===== src/qcr_pkg.sv =====
// Package for the quad channel register banking block
package qcr_pkg;
  localparam int            NUM_CH          = 4;
  localparam logic [7:0]    ADDR_SELECT     = 8'hFF;
  localparam logic [7:0]    ADDR_SH_CHINT   = 8'h05;
  localparam logic [7:0]    ADDR_SOFT_RST   = 8'h00;
  localparam logic [7:0]    ADDR_INT_FLAGS  = 8'h01;
  localparam logic [7:0]    ADDR_REC_STATUS = 8'h02;
  localparam logic [7:0]    ADDR_EQ_BOOST   = 8'h03;
  localparam logic [7:0]    ADDR_CAP_START  = 8'h08;
  localparam int            SEL_BCAST_BIT   = 3;
  localparam int            SEL_CHEN_BIT    = 2;
  localparam int            SOFT_RST_BIT    = 2;
  localparam int            LOCK_LOSS_BIT   = 4;
  localparam int            SD_LOSS_BIT     = 0;
  localparam logic [7:0]    SELECT_RST      = 8'h00;
  localparam logic [7:0]    BOOST_RST       = 8'h00;
  localparam logic [4:0]    CAP_START_RST   = 5'h00;
  localparam logic [7:0]    UNMAPPED_RD     = 8'h00;

  typedef struct packed {
    logic       lock_loss_evt;
    logic       sd_loss_evt;
    logic [7:0] status;
  } qcr_ch_in_t;

  typedef struct packed {
    logic [1:0] boost_stage_zero;
    logic [1:0] boost_stage_one;
    logic [1:0] boost_stage_two;
    logic [1:0] boost_stage_three;
    logic [4:0] cap_start;
    logic       int_pend;
  } qcr_ch_out_t;
endpackage : qcr_pkg


===== src/qcr_banking.sv =====
// Register banking for a four channel retimer: select register, shared and channel sets
// What this block does
// - Broadcast bit set: channel writes update all four channel sets together.
// - Channel reads come only from channel in select bits 1:0.
// - Select bit 2 set routes every other address to the chosen channel set.
// - Host clears select bit 2 to reach shared registers; device routes there.
// - Writes to register_set_select always load the select register; no channel register there.
// - Select register cannot be read back; reads give zero.
// - 0x00 shared, 0x04-0x07 one channel, 0x0C-0x0F broadcast writes.
// - Selection persists until the host writes the select register again.
// - Four independent full channel register copies share one address map.
// - Writing one to bit 2 of channel 0x00 resets that channel; self clears.
// - Channel 0x01 shows lock loss flag bit 4, signal loss bit 0.
// - Channel 0x02 shows eight recovery status bits, read only.
// - Channel 0x03 holds four two-bit boost fields, reset zero.
// - Channel 0x08 bits 4:0 hold the capacitor start override, reset zero.
// - Shared 0x05 bits 3:0 flag interrupts of channels 0 to 3.
// - Select register is zero after reset.
`timescale 1ns/10ps
module qcr_banking #(
  parameter int N_CH = qcr_pkg::NUM_CH
) (
  input  wire logic                               clk,
  input  wire logic                               srst,
  input  wire logic                               reg_wr_en,
  input  wire logic                               reg_rd_en,
  input  wire logic [7:0]                         reg_addr,
  input  wire logic [7:0]                         reg_wdata,
  output logic      [7:0]                         reg_rdata,
  output logic                                    reg_rvalid,
  input  wire qcr_pkg::qcr_ch_in_t  [N_CH-1:0]    ch_in,
  output qcr_pkg::qcr_ch_out_t      [N_CH-1:0]    ch_out
);
  import qcr_pkg::*;

  logic [7:0]      sel_ff;
  logic [7:0]      nxt_sel;
  logic [7:0]      rdata_ff;
  logic [7:0]      nxt_rdata;
  logic            rvalid_ff;
  logic [N_CH-1:0] wr_ch;
  logic [N_CH-1:0] soft_rst;
  logic [7:0]      boost_ff [N_CH];
  logic [4:0]      cap_ff   [N_CH];
  logic [N_CH-1:0] lol_ff;
  logic [N_CH-1:0] sdl_ff;
  logic [7:0]      ch_rd    [N_CH];
  logic [3:0]      sh_chint;
  logic            chan_mode;
  logic [1:0]      rd_ch;

  // Undefined upper select values simply fall through this decode
  assign chan_mode = sel_ff[SEL_CHEN_BIT];
  assign rd_ch     = sel_ff[1:0];

  always_comb begin
    nxt_sel = sel_ff;
    if (reg_wr_en && reg_addr == ADDR_SELECT) begin
      nxt_sel = reg_wdata;
    end
  end

  always_ff @(posedge clk) begin
    if (srst) begin
      sel_ff <= SELECT_RST;
    end else begin
      sel_ff <= nxt_sel;
    end
  end

  genvar gi;
  generate
    for (gi = 0; gi < N_CH; gi++) begin : g_ch
      logic [7:0] nxt_boost;
      logic [4:0] nxt_cap;
      logic       nxt_lol;
      logic       nxt_sdl;

      // Broadcast or targeted write; register_set_select never reaches a channel
      assign wr_ch[gi] = reg_wr_en && reg_addr != ADDR_SELECT && chan_mode &&
                         (sel_ff[SEL_BCAST_BIT] || rd_ch == 2'(gi));
      assign soft_rst[gi] = wr_ch[gi] && reg_addr == ADDR_SOFT_RST &&
                            reg_wdata[SOFT_RST_BIT];

      always_comb begin
        nxt_boost = boost_ff[gi];
        nxt_cap   = cap_ff[gi];
        if (soft_rst[gi]) begin
          nxt_boost = BOOST_RST;
          nxt_cap   = CAP_START_RST;
        end else if (wr_ch[gi] && reg_addr == ADDR_EQ_BOOST) begin
          nxt_boost = reg_wdata;
        end else if (wr_ch[gi] && reg_addr == ADDR_CAP_START) begin
          nxt_cap   = reg_wdata[4:0];
        end
        // Event beats the reset so a loss in the same cycle is kept
        nxt_lol = (lol_ff[gi] && !soft_rst[gi]) || ch_in[gi].lock_loss_evt;
        nxt_sdl = (sdl_ff[gi] && !soft_rst[gi]) || ch_in[gi].sd_loss_evt;
      end

      always_ff @(posedge clk) begin
        if (srst) begin
          boost_ff[gi] <= BOOST_RST;
          cap_ff[gi]   <= CAP_START_RST;
          lol_ff[gi]   <= 1'b0;
          sdl_ff[gi]   <= 1'b0;
        end else begin
          boost_ff[gi] <= nxt_boost;
          cap_ff[gi]   <= nxt_cap;
          lol_ff[gi]   <= nxt_lol;
          sdl_ff[gi]   <= nxt_sdl;
        end
      end

      always_comb begin
        ch_rd[gi] = UNMAPPED_RD;
        case (reg_addr)
          ADDR_SOFT_RST:   ch_rd[gi] = 8'h00;
          ADDR_INT_FLAGS: begin
            ch_rd[gi][LOCK_LOSS_BIT] = lol_ff[gi];
            ch_rd[gi][SD_LOSS_BIT]   = sdl_ff[gi];
          end
          ADDR_REC_STATUS: ch_rd[gi] = ch_in[gi].status;
          ADDR_EQ_BOOST:   ch_rd[gi] = boost_ff[gi];
          ADDR_CAP_START:  ch_rd[gi] = {3'h0, cap_ff[gi]};
          default:         ch_rd[gi] = UNMAPPED_RD;
        endcase
      end

      assign ch_out[gi].boost_stage_zero  = boost_ff[gi][7:6];
      assign ch_out[gi].boost_stage_one   = boost_ff[gi][5:4];
      assign ch_out[gi].boost_stage_two   = boost_ff[gi][3:2];
      assign ch_out[gi].boost_stage_three = boost_ff[gi][1:0];
      assign ch_out[gi].cap_start         = cap_ff[gi];
      assign ch_out[gi].int_pend          = lol_ff[gi] | sdl_ff[gi];
      // Channel 0 sits in the top flag bit
      assign sh_chint[3-gi] = lol_ff[gi] | sdl_ff[gi];

    end
  endgenerate

  always_comb begin
    nxt_rdata = rdata_ff;
    if (reg_rd_en) begin
      if (reg_addr == ADDR_SELECT) begin
        nxt_rdata = UNMAPPED_RD;
      end else if (chan_mode) begin
        nxt_rdata = ch_rd[rd_ch];
      end else if (reg_addr == ADDR_SH_CHINT) begin
        nxt_rdata = {4'h0, sh_chint};
      end else begin
        nxt_rdata = UNMAPPED_RD;
      end
    end
  end

  always_ff @(posedge clk) begin
    if (srst) begin
      rdata_ff  <= 8'h00;
      rvalid_ff <= 1'b0;
    end else begin
      rdata_ff  <= nxt_rdata;
      rvalid_ff <= reg_rd_en;
    end
  end

  assign reg_rdata  = rdata_ff;
  assign reg_rvalid = rvalid_ff;
endmodule : qcr_banking


===== config.mk =====
export PLATFORM = sky130hd
export DESIGN_NAME = qcr_banking
export DESIGN_NICKNAME = d
export VERILOG_FILES = /design/src/qcr_pkg.sv /design/src/qcr_banking.sv
export SDC_FILE = /design/constraint.sdc
export NUM_CORES = 1
export LEC_CHECK = 0
export BUFFER_PORTS_ARGS = -buffer_cell sky130_fd_sc_hd__buf_2
export CAP_MARGIN = 30
export CORE_AREA = 2 2 90 92
export CTS_CLUSTER_DIAMETER = 200
export CTS_CLUSTER_SIZE = 20
export DETAILED_ROUTE_END_ITERATION = 10
export DIE_AREA = 0 0 92 94
export GPL_TIMING_DRIVEN = 0
export HOLD_SLACK_MARGIN = 0.08
export PLACE_DENSITY = 0.81
export SLEW_MARGIN = 5
export SYNTH_ARGS = -nofsm -noshare
export SYNTH_HDL_FRONTEND = slang
export SYNTH_SLANG_ARGS = --single-unit

===== constraint.sdc =====
create_clock -name clk -period 2.9 [get_ports clk]
set_clock_uncertainty 0.1 [all_clocks]
set_input_delay 0.29 -clock clk [delete_from_list [all_inputs] [get_ports clk]]
set_output_delay 0.29 -clock clk [all_outputs]
set_load 0.02 [all_outputs]

==> flow_metrics.env <==
export IMPL_status="finished clean"
export IMPL_timing_slew_headroom_pct=43.8
export IMPL_drt_total_wl_mm=13.2
export IMPL_dp_cells=657
export IMPL_n_fill_cell=720
export IMPL_die_area_um2=8650
export IMPL_slew_viol_final=0
export IMPL_path_class="primary input to flip-flop"
export IMPL_setup_violations=0
export IMPL_track_usage_pct=30.7
export IMPL_initial_core_util_pct=49.9
export IMPL_whs_endpoint="sdl_ff[1]$_SDFF_PP0_"
export IMPL_grt_pass1_wl_mm=20.2
export IMPL_gp_congestion=0.943
export IMPL_drive_above_1_share_pct=28.7
export IMPL_cap_viol_max_count=0
export IMPL_rsz0062_at_grt="no"
export IMPL_pin_count=125
export IMPL_areaGrowthSynthToFinish_pct=26.8
export IMPL_final_cell_mix="buf_2, dfxtp_1, nand2_1, nor2_1, mux2i_1"
export IMPL_async_flop_share_pct=0
export IMPL_cp_required_ns=3.05
export IMPL_synth_ff_type="dfxtp_1"
export IMPL_cts_buffers=9
export IMPL_fmax_ghz=0.372
export IMPL_htreeDepth=3
export IMPL_wl_met3_mm=1.15
export IMPL_topRoutingLayerUsed="met4"
export IMPL_drtPass1Iterations=5
export IMPL_hold_path_depth=3
export IMPL_drt_initial_drc_count=398
export IMPL_final_hold_viol_count=0
export IMPL_path_common_cell="clkbuf_1"
export IMPL_drc=0
export IMPL_clkLatencyLatePin_ns=0.34
export IMPL_clock_path_buffers=2
export IMPL_startpoint_type="primary input"
export IMPL_path_max_fanout=10
export IMPL_crit_path_start="reg_addr[3]"
export IMPL_hold_slack_ns=0.116
export IMPL_worstPathArrival_ns=2.83
export IMPL_fp_dieH_um=94
export IMPL_crit_path_end_kind="flip-flop"
export IMPL_reg2reg_depth=6
export IMPL_worst_pin_slew_ns=0.837
export IMPL_synth_nets=498
export IMPL_irDropWorstVdd_v=0.000267
export IMPL_io_buffers=117
export IMPL_timing_rr_end="boost_ff[1][15]$_SDFFE_PP0P_"
export IMPL_yosysSeqAreaShare_pct=38.5
export IMPL_post_route_min_period_ns=2.69
export IMPL_first_global_vias=3784
export IMPL_wl_met2_mm=6.39
export IMPL_numClockSinks=73
export IMPL_hpwl_mm=9.82
export IMPL_cp_cell_sequence="buf_2 > clkbuf_1 > nor3b_1 > clkbuf_1 > nand2_1 > o211ai_1 > o2111ai_1 > a311oi_1"
export IMPL_ys_warnings_count=0
export IMPL_synth_edff_count=0
export IMPL_core_area_um2=7610
export IMPL_placementRows=32
export IMPL_final_common_cell="buf_2"
export IMPL_hp_class="primary input to flip-flop"
export IMPL_cpMaxStageDelayCell="nor3b_1"
export IMPL_max_stage_delay_ns=0.70
export IMPL_path_clk_slew_ns=0.08
export IMPL_grt_overflow=0
export IMPL_vias=3977
export IMPL_fin_nets=633
export IMPL_antenna_found_initial=0
export IMPL_regToRegStartpoint="sel_ff[1]$_SDFFE_PP0P_"
export IMPL_wire_per_inst_um=19.5
export IMPL_ant_nets=0
export IMPL_met1_length_mm=5.36
export IMPL_power_leakage_nw=2.05
export IMPL_syn_inst=438
export IMPL_synth_cell_types=55
export IMPL_hold_start="ch_in[18]"
export IMPL_synth_area_per_cell_um2=8.66
export IMPL_grt_max_degree=13
export IMPL_layout_cells_non_filler=680
export IMPL_powerDensity_nw_per_um2=444
export IMPL_reg2reg_slack_ns=0.23
export IMPL_setup_tns_ns=0
export IMPL_via_per_inst=5.85
export IMPL_cts_tree="built"
export IMPL_ys_ff_latch=73
export IMPL_postLayoutCoreUtil_pct=63.3
export IMPL_fp_dieW_um=92
export IMPL_netlist_area_um2=3790
export IMPL_finalCritPeriodShare_pct=92.6
export IMPL_antenna_cells=0
export IMPL_cts_root_buf="clkbuf_8"
## worst max-delay path: cells and delay by family
kind,cells,cell delay (ns)
and+or+nand+nor,2,0.84
buffers and inverters,3,1.05
AOI/OAI and AO/OA,3,0.65
## final cells by class
type | count | area, um^2 | area share [%]
multi-input cells | 329 | 2170 | 45.2
flip-flops and latches | 73 | 1460 | 30.4
repair buffers | 124 | 656 | 13.6
clock buffers | 12 | 155 | 3.22
plain buffers | 32 | 150 | 3.12
well taps | 102 | 128 | 2.65
clock inverters | 4 | 73.8 | 1.53
inverters | 4 | 15.0 | 0.312
## stage by stage
stage               total power [W]  area (um^2)  setup WS, ns
finish                      0.00214         4810         0.214
CTS                         0.00213         4810         0.120
floorplan                   0.00114         3790         0.534
detailed placement          0.00122         4510        -0.238
global placement            0.00122         4510        -0.322
global route                0.00220         4810         0.100
## timing repair
action | in CTS | in global routing
setup buffers | 0 | 0
hold buffers | 7 | 0
endpoints found under the hold margin | 7 | 0
setup endpoints to repair | 0 | 27
gates resized for setup | 0 | 1
## sequential cells by signal, summed over array words and instances, names as in the netlist
register and flops:
boost_ff 32, cap_ff 20, lol_ff 4, reg_rdata 8, reg_rvalid 1, sdl_ff 4
sel_ff 4
## worst max-delay path by stage
stage | endpoint | cells after the start
2_1_floorplan | cap_ff[0][0]$_SDFFE_PP0P_ | 8
3_3_place_gp | cap_ff[0][0]$_SDFFE_PP0P_ | 7
3_5_place_dp | cap_ff[0][2]$_SDFFE_PP0P_ | 7
4_1_cts | cap_ff[0][2]$_SDFFE_PP0P_ | 7
5_1_grt | boost_ff[1][15]$_SDFFE_PP0P_ | 6
6_report | reg_rdata[3]$_SDFFE_PP0P_ | 8
## cells in the mapped netlist (all sizes together) (3+ instances only)
cell	instances	area, um^2
buf	10	67.6
dfxtp	73	1460
nor3	7	68.8
or4	3	26.3
a21oi	39	195
mux4	8	180
clkbuf	22	82.6
nand2b	13	81.3
nand2	61	229
a22oi	3	22.5
o21ai	17	85.1
mux2i	55	551
and2	3	18.8
a32oi	5	43.8
or2	7	43.8
nor2b	7	43.8
nor2	63	274
inv	4	15.0
a31oi	3	18.8
## per-layer routing
| metal | track usage (%) | up-vias |
|---|---|---|
| li1 | - | 1813 |
| met1 | 40.0 | 1917 |
| met2 | 50.8 | 217 |
| met3 | 6.10 | 30 |
| met4 | 11.1 | 0 |
| met5 | 0 | - |
## where the power goes
group          switching, W  internal (W)  leakage [nW]
Sequential       0.00000610       0.00101         0.591
Clock              0.000391      0.000534         0.117
Combinational      0.000118     0.0000781          1.34
## cell families after synthesis
group	after synthesis	share of synthesized area, %
flip-flops	73	38.5
AO/OA/AOI/OAI	86	13.9
multiplexers	65	19.9
AND/OR/NAND/NOR	178	23.4
buffers and inverters	36	4.35
Note: power is estimated with default switching activity, not from simulation.
